--- config.mk ---
export PLATFORM = sky130hd
export DESIGN_NAME = pin_edge_interrupt_status
export DESIGN_NICKNAME = d
export VERILOG_FILES = /design/src/rtl/pin_edge_interrupt_status.v
export VERILOG_INCLUDE_DIRS = /design/src /design/src/rtl
export SDC_FILE = /design/constraint.sdc
export NUM_CORES = 1
export LEC_CHECK = 0
export BUFFER_PORTS_ARGS = -buffer_cell sky130_fd_sc_hd__clkbuf_2
export CORE_UTILIZATION = 45
export DETAILED_ROUTE_END_ITERATION = 8
export PLACE_DENSITY = 0.63
export SETUP_SLACK_MARGIN = 0.15
export SLEW_MARGIN = 20
export SYNTH_ARGS = -nofsm -noshare
export SYNTH_HDL_FRONTEND = slang
export SYNTH_SLANG_ARGS = --single-unit
--- constraint.sdc ---
create_clock -name MCLK -period 2.5 [get_ports MCLK]
set_input_delay 0.25 -clock MCLK [delete_from_list [all_inputs] [get_ports MCLK]]
set_output_delay 0.25 -clock MCLK [all_outputs]
set_load 0.02 [all_outputs]
--- src/rtl/pin_irq_defines.vh ---
// Register offsets, field positions, reset values for the pin edge interrupt block
`ifndef PIN_IRQ_DEFINES_VH
`define PIN_IRQ_DEFINES_VH
`define PIN_COUNT 23
`define PIN_MASK 32'h007fffff
`define OFF_ENABLE 8'h00
`define OFF_FUNCTION 8'h04
`define OFF_DIRECTION 8'h08
`define OFF_EDGE_SELECT 8'h0c
`define OFF_PENDING 8'h10
`define OFF_CLEAR_ALIAS 8'h14
`define OFF_SUMMARY 8'h18
`define OFF_SUMMARY_MASK 8'h1c
`define SUMMARY_GPIO_BIT 0
`define RST_PINS 23'h000000
`define RST_WORD 32'h00000000
`endif

--- src/rtl/pin_edge_interrupt_status.v ---
// Edge-detect pin interrupt status block with Avalon-MM register slave
//
// Notes on behaviour
// [RULE1] Select bit 0: rising edge interrupts
// [RULE2] Select bit 1: falling edge interrupts
// [RULE3] Bits 19-0 data, 20-22 control pins
// [RULE4] Pending needs enable, function, input, edge
// [RULE5] Any pending set sets summary bit
// [RULE6] Clear alias: one clears, zero keeps
// [RULE7] Summary bit clears only explicitly
// [RULE8] Summary sets again if pending remains
// [RULE9] Pending register ignores direct writes
// [RULE10] Bits 31-23 read zero, writes ignored
// [RULE11] Pending one means interrupt pending
// [RULE12] Reset clears edge select and pending
// [RULE13] Clear alias reads back all zeros
// [RULE14] Only enabled pins set pending
// [RULE15] Synchronise pins, one set per edge
`timescale 1ns/1ps
`include "pin_irq_defines.vh"

module pin_edge_interrupt_status #(
  parameter N = `PIN_COUNT
) (
  input wire MCLK,
  input wire RESET,
  input wire [N-1:0] PIN_IN,
  input wire [7:0] AVS_ADDRESS,
  input wire AVS_READ,
  input wire AVS_WRITE,
  input wire [31:0] AVS_WRITEDATA,
  output reg [31:0] AVS_READDATA,
  output reg AVS_WAITREQUEST,
  output reg IRQ
);

// ----------------------------------------
// Pin synchronisers and edge detection
// ----------------------------------------
reg [N-1:0] sync1_reg;
reg [N-1:0] sync2_reg;
reg [N-1:0] prev_reg;
reg [N-1:0] pin_irq_enable_reg;
reg [N-1:0] pin_function_select_reg;
reg [N-1:0] pin_direction_reg;
reg [N-1:0] pin_irq_edge_select_reg;
reg [N-1:0] pin_irq_pending_reg;
reg [N-1:0] pin_irq_pending_next;
reg summary_reg;
reg summary_next;
reg summary_mask_reg;
reg ack_reg;
reg [31:0] rdata_next;
wire [N-1:0] rise;
wire [N-1:0] fall;
wire [N-1:0] edge_hit;
wire [N-1:0] armed;
wire [N-1:0] clr_bits;
wire wr_go;
wire rd_go;
wire req_new;
wire wr_enable;
wire wr_function;
wire wr_direction;
wire wr_edge_select;
wire wr_summary;
wire wr_summary_mask;
wire wr_clear_alias;
wire summary_clear;
wire [N-1:0] pin_hits;

// ----------------------------------------
// Helper functions
// ----------------------------------------
// True when the bus address selects the register
function addr_is;
  input [7:0] addr;
  input [7:0] sel_offset;
  begin
    addr_is = (addr == sel_offset);
  end
endfunction

// Pin field of a bus word
function [N-1:0] pin_field;
  input [31:0] word;
  begin
    pin_field = word[N-1:0];
  end
endfunction

// Bus word from a pin field, reserved bits zero
function [31:0] pin_word;
  input [N-1:0] pins;
  begin
    pin_word = `RST_WORD;
    pin_word[N-1:0] = pins; // RULE10
  end
endfunction

// Not reset, so no false edge follows reset release
always @(posedge MCLK)
begin
  sync1_reg <= PIN_IN; // RULE15
  sync2_reg <= sync1_reg;
  prev_reg <= sync2_reg;
end

assign rise = sync2_reg & ~prev_reg; // RULE15
assign fall = ~sync2_reg & prev_reg;
assign edge_hit = (~pin_irq_edge_select_reg & rise) | (pin_irq_edge_select_reg & fall); // RULE1 RULE2 RULE3
// Function bit 1 = GPIO, direction bit 0 = input
assign armed = pin_irq_enable_reg & pin_function_select_reg & ~pin_direction_reg; // RULE4 RULE14
assign pin_hits = edge_hit & armed; // RULE4 RULE14

// ----------------------------------------
// Bus handshake
// ----------------------------------------
// One wait cycle, then ack for one cycle
assign req_new = (AVS_READ | AVS_WRITE) & ~ack_reg;
assign wr_go = AVS_WRITE & ack_reg;
assign rd_go = AVS_READ & ~ack_reg;

// ----------------------------------------
// Write decode
// ----------------------------------------
assign wr_enable = wr_go & addr_is(AVS_ADDRESS, `OFF_ENABLE);
assign wr_function = wr_go & addr_is(AVS_ADDRESS, `OFF_FUNCTION);
assign wr_direction = wr_go & addr_is(AVS_ADDRESS, `OFF_DIRECTION);
assign wr_edge_select = wr_go & addr_is(AVS_ADDRESS, `OFF_EDGE_SELECT); // RULE10
assign wr_clear_alias = wr_go & addr_is(AVS_ADDRESS, `OFF_CLEAR_ALIAS); // RULE6
assign wr_summary = wr_go & addr_is(AVS_ADDRESS, `OFF_SUMMARY);
assign wr_summary_mask = wr_go & addr_is(AVS_ADDRESS, `OFF_SUMMARY_MASK);
assign clr_bits = wr_clear_alias ? pin_field(AVS_WRITEDATA) : `RST_PINS; // RULE6
assign summary_clear = wr_summary & AVS_WRITEDATA[`SUMMARY_GPIO_BIT]; // RULE7

// ----------------------------------------
// Pending and summary next state
// ----------------------------------------
always @*
begin
  // Set wins over clear
  pin_irq_pending_next = (pin_irq_pending_reg & ~clr_bits) | pin_hits; // RULE4 RULE6 RULE9 RULE11
  summary_next = summary_reg;
  if (summary_clear)
  begin
    summary_next = 1'b0; // RULE7
  end
  if ((|pin_irq_pending_reg) || (|pin_hits))
  begin
    summary_next = 1'b1; // RULE5 RULE8
  end
end

// ----------------------------------------
// Read mux
// ----------------------------------------
always @*
begin
  rdata_next = `RST_WORD;
  if (addr_is(AVS_ADDRESS, `OFF_ENABLE))
  begin
    rdata_next = pin_word(pin_irq_enable_reg);
  end
  else if (addr_is(AVS_ADDRESS, `OFF_FUNCTION))
  begin
    rdata_next = pin_word(pin_function_select_reg);
  end
  else if (addr_is(AVS_ADDRESS, `OFF_DIRECTION))
  begin
    rdata_next = pin_word(pin_direction_reg);
  end
  else if (addr_is(AVS_ADDRESS, `OFF_EDGE_SELECT))
  begin
    rdata_next = pin_word(pin_irq_edge_select_reg); // RULE10
  end
  else if (addr_is(AVS_ADDRESS, `OFF_PENDING))
  begin
    rdata_next = pin_word(pin_irq_pending_reg); // RULE10 RULE11
  end
  else if (addr_is(AVS_ADDRESS, `OFF_SUMMARY))
  begin
    rdata_next[`SUMMARY_GPIO_BIT] = summary_reg;
  end
  else if (addr_is(AVS_ADDRESS, `OFF_SUMMARY_MASK))
  begin
    rdata_next[`SUMMARY_GPIO_BIT] = summary_mask_reg;
  end
  else
  begin
    rdata_next = `RST_WORD; // RULE13
  end
end

// ----------------------------------------
// Configuration registers
// ----------------------------------------
always @(posedge MCLK)
begin
  if (RESET)
  begin
    pin_irq_enable_reg <= `RST_PINS;
  end
  else if (wr_enable)
  begin
    pin_irq_enable_reg <= pin_field(AVS_WRITEDATA); // RULE14
  end
end

always @(posedge MCLK)
begin
  if (RESET)
  begin
    pin_function_select_reg <= `RST_PINS;
  end
  else if (wr_function)
  begin
    pin_function_select_reg <= pin_field(AVS_WRITEDATA);
  end
end

always @(posedge MCLK)
begin
  if (RESET)
  begin
    pin_direction_reg <= `RST_PINS;
  end
  else if (wr_direction)
  begin
    pin_direction_reg <= pin_field(AVS_WRITEDATA);
  end
end

always @(posedge MCLK)
begin
  if (RESET)
  begin
    pin_irq_edge_select_reg <= `RST_PINS; // RULE12
  end
  else if (wr_edge_select)
  begin
    pin_irq_edge_select_reg <= pin_field(AVS_WRITEDATA); // RULE10
  end
end

always @(posedge MCLK)
begin
  if (RESET)
  begin
    summary_mask_reg <= 1'b0;
  end
  else if (wr_summary_mask)
  begin
    summary_mask_reg <= AVS_WRITEDATA[`SUMMARY_GPIO_BIT];
  end
end

// ----------------------------------------
// Status and bus response registers
// ----------------------------------------
always @(posedge MCLK)
begin
  if (RESET)
  begin
    pin_irq_pending_reg <= `RST_PINS; // RULE12
  end
  else
  begin
    pin_irq_pending_reg <= pin_irq_pending_next; // RULE9
  end
end

always @(posedge MCLK)
begin
  if (RESET)
  begin
    summary_reg <= 1'b0;
  end
  else
  begin
    summary_reg <= summary_next;
  end
end

always @(posedge MCLK)
begin
  if (RESET)
  begin
    IRQ <= 1'b0;
  end
  else
  begin
    IRQ <= summary_next & summary_mask_reg;
  end
end

always @(posedge MCLK)
begin
  if (RESET)
  begin
    ack_reg <= 1'b0;
  end
  else
  begin
    ack_reg <= req_new;
  end
end

always @(posedge MCLK)
begin
  if (RESET)
  begin
    AVS_WAITREQUEST <= 1'b1;
  end
  else
  begin
    AVS_WAITREQUEST <= ~req_new;
  end
end

always @(posedge MCLK)
begin
  if (RESET)
  begin
    AVS_READDATA <= `RST_WORD;
  end
  else if (rd_go)
  begin
    AVS_READDATA <= rdata_next;
  end
end

endmodule // pin_edge_interrupt_status

==> results.yml, run 1 <==
layout:
  area_growth_pct: 21.53
  stdcell_area_sq_um: 9505
  final_nets: 1034
  fin_util: 0.5672
  fin_cells: 1200
  nFillCells: 1534
  final_layout_size_suffix_gt1_frac: 0.1918
  final_common_cell: "nand2_1"
  final_cell_mix: "246 x nand2_1, 212 x dfxtp_1, 116 x a21oi_1, 81 x clkbuf_2, 25 x buf_4"
  antenna_cells: 0
synth:
  syn_area_sq_um: 7821
  synth_cell_types: 42
  ys_seq_area_frac: 0.5426
  synth_warnings: 0
  synthCells: 861
  syn_area_per_cell_sq_um: 9.084
  ys_ff_latch: 212
clock_network:
  insertion_delay_ns: 0.51
  clockRootBuffer: "clkbuf_16"
  clk_path_buf_depth: 3
  cts_tree: "built"
  numCtsBuffers: 23
  clock-sinks: 212
  ctsResizeCount: 0
  cts_htree_levels: 1
  clkTransAtPathRegs_ns: 0.06
power_and_ir_drop:
  p_sw_mw: 1.457
  power_frac_comb: 0.037
  power.leakage_nw: 3.427
  p_int_mw: 5.533
  vdd_ir_drop_max_mv: 0.5058
  p_total_mw: 6.991
  power_density_nw_per_um2: 735.4
  pwr-share-clk: 0.467
  swShare: 0.2085
  seq_power_share: 0.496
placed_design:
  postPlaceCellArea_sq_um: 8539
  port_buffers: 82
  place_ws_ns: 0.2515
  dpl.hpwl_um: 13010
  placed_cells: 1139
  place_congestion: 0.8067
timing:
  final_critical_path_setup_slack_ns: 0.6137
  max-slew-margin-rel: 0.6227
  fin_skew_ns: 0.02187
  hold_ws_ns: 0.02293
  worstMarginPinSlew_ns: 0.5660
  rsz0062_at_grt: "false"
  post-route-min-period_ns: 1.886
  finalCritPeriodShare: 0.7545
  clock.fmax_ghz: 0.5301
  slew_viol_final: 0
  finalHoldViolCount: 0
  setup_viol: 0
  setup_tns_ns: 0
routing:
  firstDrtPassIters: 8
  wl_per_cell_um: 17.22
  ant_nets: 0
  via_count: 6579
  drc: 0
  drt-vias-per-instance: 5.483
  drtIter0Drc: 632
  routed_wl_um: 20660
floorplanning:
  start_util: 0.4667
  rows: 47
  core_area_sq_um: 16760
  num_io_pins: 101
  fp.dieW_um: 133.8
  dieHeight_um: 133.8
  dieArea_sq_um: 17910
critical_path:
  worstSetupStartpointType: "register"
  ff2ff_path_depth: 5
  crit_arrival_ns: 2.25
  crit_type: "reg2reg"
  path_max_fanout: 3
  cp-end-kind: "register"
  worstPathRequired_ns: 2.86
outcome:
  status: "complete, no violations"
grt:
  grtUsageTotal: 0.2336
  grt.overflow.total: 0
  grt_pass1_wl_um: 33030
  antenna_found_initial: 0
  grt_max_degree: 119
  grt_pass1_vias: 6205
worst_hold_path:
  min_path_type: "in2reg"
  whs_path_depth: 3
job:
  cap_violations: 0
## final timing paths
| kind | start | endpoint | slack (ns) |
|---|---|---|---|
| worst max-delay path | pin_irq_pending_reg[2] | summary_reg | 0.61 |
| worst max register to register | pin_irq_pending_reg[2] | summary_reg | 0.61 |
| worst min register to register | sync1_reg[12] | sync2_reg[12] | 0.32 |
| worst min-delay path | AVS_WRITEDATA[17] | pin_direction_reg[17] | 0.02 |
## Yosys cell counts
master	count	area share
nand2_1	246	0.12
dfxtp_1	212	0.54
a21oi_1	117	0.075
clkbuf_1	39	0.019
mux2i_1	24	0.031
o21ai_0	24	0.015
a211o_1	23	0.026
nand3b_1	23	0.022
or3b_2	23	0.026
a222oi_1	22	0.028
a22o_1	22	0.025
nand2_2	10	0.0080
buf_4	9	0.0086
buf_2	8	0.0051
nor4_1	7	0.0056
nand4_1	6	0.0048
nor3_1	5	0.0032
nand2b_1	4	0.0032
nor2_1	4	0.0019
buf_6	3	0.0043
inv_1	3	0.0014
nand3_1	3	0.0019
a211oi_1	2	0.0019
and2_1	2	0.0016
nor4_2	2	0.0032
or3_1	2	0.0016
a21boi_0	1	0.00096
a32o_1	1	0.0013
and3_1	1	0.00080
and4_1	1	0.0011
buf_1	1	0.00048
conb_1	1	0.00048
nor3_2	1	0.0013
o21ba_2	1	0.0013
o221ai_1	1	0.0011
o31ai_1	1	0.00096
o41ai_1	1	0.0011
or2_2	1	0.00080
or3_4	1	0.0014
or4_1	1	0.00096
or4_4	1	0.0014
or4b_2	1	0.0013
## worst max-delay path, cell delays in order (launching register included)
cell	delay (ns)
dfxtp_1	0.33
nor4_1	0.48
and4_1	0.31
nand3_1	0.08
nor4_1	0.43
a21oi_1	0.12
## kinds of logic after synthesis
| family | synth area share |
|---|---|
| and+or+nand+nor | 0.2100 |
| AOI/OAI and AO/OA | 0.1774 |
| DFF | 0.5426 |
| buffers and inverters | 0.03871 |
| muxes | 0.03072 |
| other | 0.0004795 |
## routing by layer
metal	track usage	vias to the layer above	part of all wire
met5	0	-	0
li1	-	3227	-
met4	0.05492	0	0.015
met1	0.3302	3083	0.47
met3	0.03288	22	0.067
met2	0.3765	247	0.45
## timing repair
item                                   CTS  global route
endpoints found under the hold margin   23             0
hold buffers                            23             0
setup buffers                            0             0
## power groups by stage
stage	clock network, mW	registers (mW)	logic (mW)
2_1_floorplan	0	3.53	0.124
3_3_place_gp	0	3.54	0.226
3_5_place_dp	0	3.54	0.226
4_1_cts	3.34	3.47	0.255
5_1_grt	3.48	3.47	0.274
6_report	3.27	3.47	0.256
## cell type report
| type | instances | area [sq um] | area share |
|---|---|---|---|
| Timing Repair Buffer | 133 | 903.4 | 0.09504 |
| Clock buffer | 34 | 686.9 | 0.07227 |
| Inverter | 3 | 11.26 | 0.001185 |
| Tap cell | 220 | 275.3 | 0.02896 |
| Clock inverter | 4 | 48.80 | 0.005134 |
| Multi-Input combinational cell | 594 | 3336 | 0.3509 |
| Sequential cell | 212 | 4244 | 0.4465 |
Power figures use the tool's default switching activity.
==> run 2: changes to the inputs <==
PLACE_DENSITY = 0.65   (was 0.63)
clock period = 1.55 ns   (was 2.5 ns; I/O delays follow)
==> results.yml, run 2 (synthesis results as in run 1) <==
layout:
  nFillCells: 1110
  stdcell_area_sq_um: 12170
  area_growth_pct: 55.56
  final_common_cell: "dfxtp_1"
  antenna_cells: 0
  final_layout_size_suffix_gt1_frac: 0.4720
  final_cell_mix: "197 x dfxtp_1, 131 x nand2_1, 89 x buf_4, 80 x clkbuf_2, 77 x a21oi_2"
  final_nets: 1176
  fin_cells: 1345
grt:
  grt.overflow.total: 0
  grtUsageTotal: 0.2522
  grt_pass1_wl_um: 35760
  antenna_found_initial: 0
  grt_pass1_vias: 6785
  grt_max_degree: 119
floorplanning:
  fp.dieW_um: 133.8
  dieHeight_um: 133.8
  core_area_sq_um: 16760
  num_io_pins: 101
  rows: 47
  start_util: 0.4667
  dieArea_sq_um: 17910
clock_network:
  cts_tree: "built"
  clock-sinks: 212
  clk_path_buf_depth: 3
  numCtsBuffers: 23
  insertion_delay_ns: 0.52
  clockRootBuffer: "clkbuf_16"
  clkTransAtPathRegs_ns: 0.06
  cts_htree_levels: 1
routing:
  via_count: 7858
  wl_per_cell_um: 20.56
  firstDrtPassIters: 9
  drtIter0Drc: 1191
  drt-vias-per-instance: 5.842
  drc: 0
  ant_nets: 0
  routed_wl_um: 27650
power_and_ir_drop:
  swShare: 0.2233
  power.leakage_nw: 4.758
  seq_power_share: 0.484
  p_sw_mw: 2.581
  vdd_ir_drop_max_mv: 0.8637
  p_int_mw: 8.979
  power_density_nw_per_um2: 950.1
  power_frac_comb: 0.052
  pwr-share-clk: 0.464
worst_hold_path:
  whs_path_depth: 4
  hold_end: "pin_function_select_reg[0]"
  min_path_type: "in2reg"
  min-delay-start: "AVS_WRITEDATA[0]"
timing:
  setup_tns_ns: -5.582
  clock.fmax_ghz: 0.5552
  post-route-min-period_ns: 1.801
  max-slew-margin-rel: 0.4850
  finalHoldViolCount: 0
  slew_viol_final: 0
  setup_viol: 89
  finalCritPeriodShare: 1.162
  rsz0062_at_grt: "true"
  final_critical_path_setup_slack_ns: -0.2511
  worstMarginPinSlew_ns: 0.7725
  hold_ws_ns: 0.06154
  fin_skew_ns: 0.02042
critical_path:
  path_max_fanout: 6
  ff2ff_path_depth: 5
  worstSetupStartpointType: "input pin"
  crit_arrival_ns: 2.22
  reg2reg_to: "summary_reg"
  worstPathRequired_ns: 1.97
  reg2reg_from: "ack_reg"
  cp-end-kind: "register"
  crit_type: "in2reg"
  reg2reg_setup_slack_ns: -0.18
placed_design:
  place_congestion: 0.8944
  placed_cells: 1221
  postPlaceCellArea_sq_um: 9184
  dpl.hpwl_um: 14760
  port_buffers: 82
  place_ws_ns: -0.4717
outcome:
  violations: "negative setup slack"
  status: "complete, but fails checks"
job:
  cap_violations: 0
## run 2: cell count changes in the layout (fill, tap and decap cells not counted), moves of 22 or more
| cell | change |
|---|---|
| a21oi_1 | -77 |
| a21oi_2 | +76 |
| buf_4 | +64 |
| buf_6 | +23 |
| dlygate4sd3_1 | +25 |
| nand2_1 | -115 |
| nand2_2 | +57 |
| nand2_4 | +56 |
| o21ai_0 | -22 |
## run 2: critical path, stage by stage
cell and delay [ns]:
buf_6 0.09, or4_4 0.54, or3_4 0.37, buf_6 0.14
buf_6 0.12, nor3_4 0.23, buf_4 0.16, buf_8 0.14
nand2_1 0.08, a21oi_1 0.17
## run 2: timing repair
action                                  CTS  global route
hold buffers                             48             0
pin swaps                                43           158
setup buffers                             8            10
hold endpoints to repair                120             0
cloned                                    6            11
gates resized for setup                  70           315
endpoints found under the setup margin  120           129
## run 2: how the worst max path moves through the flow
stage / start / to / slack, ns
2_1_floorplan: AVS_ADDRESS[7] / pin_function_select_reg[10] / -0.43
3_3_place_gp: AVS_ADDRESS[7] / pin_function_select_reg[15] / -0.42
3_5_place_dp: AVS_ADDRESS[7] / pin_function_select_reg[17] / -0.47
4_1_cts: pin_irq_pending_reg[22] / IRQ / -0.10
5_1_grt: AVS_ADDRESS[7] / pin_function_select_reg[16] / -0.27
6_report: AVS_ADDRESS[7] / pin_function_select_reg[16] / -0.25
## run 2: metrics by stage
step,power [mW],utilization
finish,11.56,0.7259
global placement,6.108,0.5480
floorplan,5.904,-
global route,11.86,0.7259
CTS,11.47,0.6425
detailed placement,6.112,0.5480
## run 2: layer usage
metal	track usage	vias up	part of all wire
li1	-	3523	-
met2	0.3926	509	0.46
met3	0.03590	85	0.096
met4	0.07071	0	0.037
met5	0	-	0
met1	0.3636	3741	0.40
## run 2: final cells by class
class,count,area (sq um),share of cell area
clock buffer,32,629.4,0.05173
clock inverter,9,98.84,0.008124
inverter,3,11.26,0.0009255
multi-input combinational,594,4390,0.3609
sequential,212,4263,0.3504
tap,220,275.3,0.02262
timing repair buffer,275,2499,0.2054
## run 2: power groups by stage
stage | registers, mW | logic [mW] | clock network (mW)
after floorplan | 5.70 | 0.203 | 0
after global placement | 5.71 | 0.400 | 0
after detailed placement | 5.71 | 0.400 | 0
after CTS | 5.59 | 0.507 | 5.37
after global routing | 5.61 | 0.627 | 5.63
final | 5.60 | 0.601 | 5.36
==> run 3: changes to the inputs <==
CORE_UTILIZATION = 35   (was 45)
PLACE_DENSITY = 0.53   (was 0.65)
TNS_END_PERCENT = 1   (was not set)
==> results.yml, run 3 (synthesis results as in run 1) <==
critical_path:
  path_max_fanout: 3
  reg2reg_from: "sync2_reg[10]"
  ff2ff_path_depth: 5
  crit_type: "reg2reg"
  reg2reg_to: "IRQ"
  worstPathRequired_ns: 2.00
  worstSetupStartpointType: "register"
  reg2reg_setup_slack_ns: -0.02
  cp-end-kind: "register"
  crit_arrival_ns: 2.02
timing:
  clock.fmax_ghz: 0.6350
  fin_skew_ns: 0.005778
  worstMarginPinSlew_ns: 0.5971
  setup_viol: 2
  final_critical_path_setup_slack_ns: -0.02472
  post-route-min-period_ns: 1.575
  setup_tns_ns: -0.04682
  rsz0062_at_grt: "true"
  finalHoldViolCount: 0
  slew_viol_final: 0
  hold_ws_ns: 0.07187
  max-slew-margin-rel: 0.5982
  finalCritPeriodShare: 1.016
clock_network:
  cts_tree: "built"
  insertion_delay_ns: 0.51
  clockRootBuffer: "clkbuf_16"
  numCtsBuffers: 24
  clk_path_buf_depth: 3
  cts_htree_levels: 1
  clock-sinks: 212
  clkTransAtPathRegs_ns: 0.06
floorplanning:
  rows: 54
  fp.dieW_um: 151.5
  dieArea_sq_um: 22950
  num_io_pins: 101
  start_util: 0.3573
  dieHeight_um: 151.5
  core_area_sq_um: 21890
placed_design:
  place_congestion: 0.8189
  dpl.hpwl_um: 15390
  port_buffers: 82
layout:
  final_layout_size_suffix_gt1_frac: 0.3013
  final_common_cell: "nand2_1"
  final_nets: 1124
  antenna_cells: 0
  area_growth_pct: 38.51
  final_cell_mix: "216 x nand2_1, 197 x dfxtp_1, 102 x a21oi_1, 80 x clkbuf_2, 73 x buf_4"
grt:
  grt_max_degree: 57
  antenna_found_initial: 0
  grt_pass1_wl_um: 36250
  grt_pass1_vias: 6615
  grtUsageTotal: 0.2053
  grt.overflow.total: 0
worst_hold_path:
  min_path_type: "in2reg"
  whs_path_depth: 4
  hold_end: "pin_irq_enable_reg[0]"
  min-delay-start: "AVS_WRITEDATA[0]"
routing:
  drt-vias-per-instance: 5.130
  firstDrtPassIters: 5
  drtIter0Drc: 572
  routed_wl_um: 23310
  via_count: 6936
  ant_nets: 0
  wl_per_cell_um: 17.24
  drc: 0
power_and_ir_drop:
  vdd_ir_drop_max_mv: 0.5734
  power.leakage_nw: 4.038
  power_density_nw_per_um2: 1076
job:
  cap_violations: 0
outcome:
  violations: "negative setup slack"
  status: "complete, but fails checks"
## run 3: cell count changes in the layout (fill, tap and decap cells not counted), sizes merged
cell / change
inv: -1
clkinv: -4
clkbuf: -4
dlygate4sd3: -1
buf: -42
bufinv: -1
## run 3: final cells by class
class | instances | area (sq um)
multi-input combinational | 594 | 3662
tap | 280 | 350.3
timing repair buffer | 222 | 1769
inverter | 3 | 11.26
clock inverter | 3 | 40.04
clock buffer | 38 | 734.5
sequential | 212 | 4265
fill | 2069 | 11060
## run 3: metal layers
metal,vias to the layer above,GRT usage,part of all wire
met2,216,0.3279,0.45
met3,33,0.03683,0.063
met5,-,0,0
met4,0,0.05950,0.018
met1,3286,0.2817,0.47
li1,3401,-,-
## run 3: report_power, final
part / internal [mW] / switching, mW / leakage [nW] / total, mW
clock network: 3.38 / 2.14 / 0.381 / 5.52
registers: 5.56 / 0.0453 / 1.74 / 5.60
logic: 0.253 / 0.287 / 1.92 / 0.539
## run 3: worst max-delay path by stage
stage	cells after the start	endpoint	slack, ns	start
after global routing	7	summary_reg	-0.06	pin_irq_edge_select_reg[21]
final	5	IRQ	-0.02	sync2_reg[10]
after floorplan	8	pin_function_select_reg[10]	-0.43	AVS_ADDRESS[7]
after detailed placement	6	IRQ	-0.63	AVS_ADDRESS[7]
after global placement	8	pin_irq_edge_select_reg[16]	-0.50	AVS_ADDRESS[7]
after CTS	7	summary_reg	-0.04	pin_irq_pending_reg[22]
## run 3: worst max-delay path, stage by stage (launching register included)
cell and delay [ns]:
dfxtp_1 0.33, or3b_2 0.45, a211o_1 0.35, nand4_1 0.17
nor3_2 0.09, a21oi_2 0.13
## run 3: per-stage QoR
step,util,instances,power [mW],instance area (sq um),worst slack (ns)
floorplan,-,869,5.901,7851,-0.4312
global placement,0.4189,1263,6.123,9170,-0.5015
detailed placement,0.4189,1263,6.124,9170,-0.6301
CTS,0.4866,1352,11.82,10650,-0.03559
global route,0.4949,1352,12.11,10830,-0.06327
finish,0.4949,1352,11.66,10830,-0.02472
## run 3: what timing repair did
item,4_1_cts,5_1_grt
hold endpoints to repair,126,0
resized for setup,68,51
gates cloned,0,0
hold buffers,47,0
setup buffers,1,0
setup endpoints to repair,131,132
pin swaps,58,40
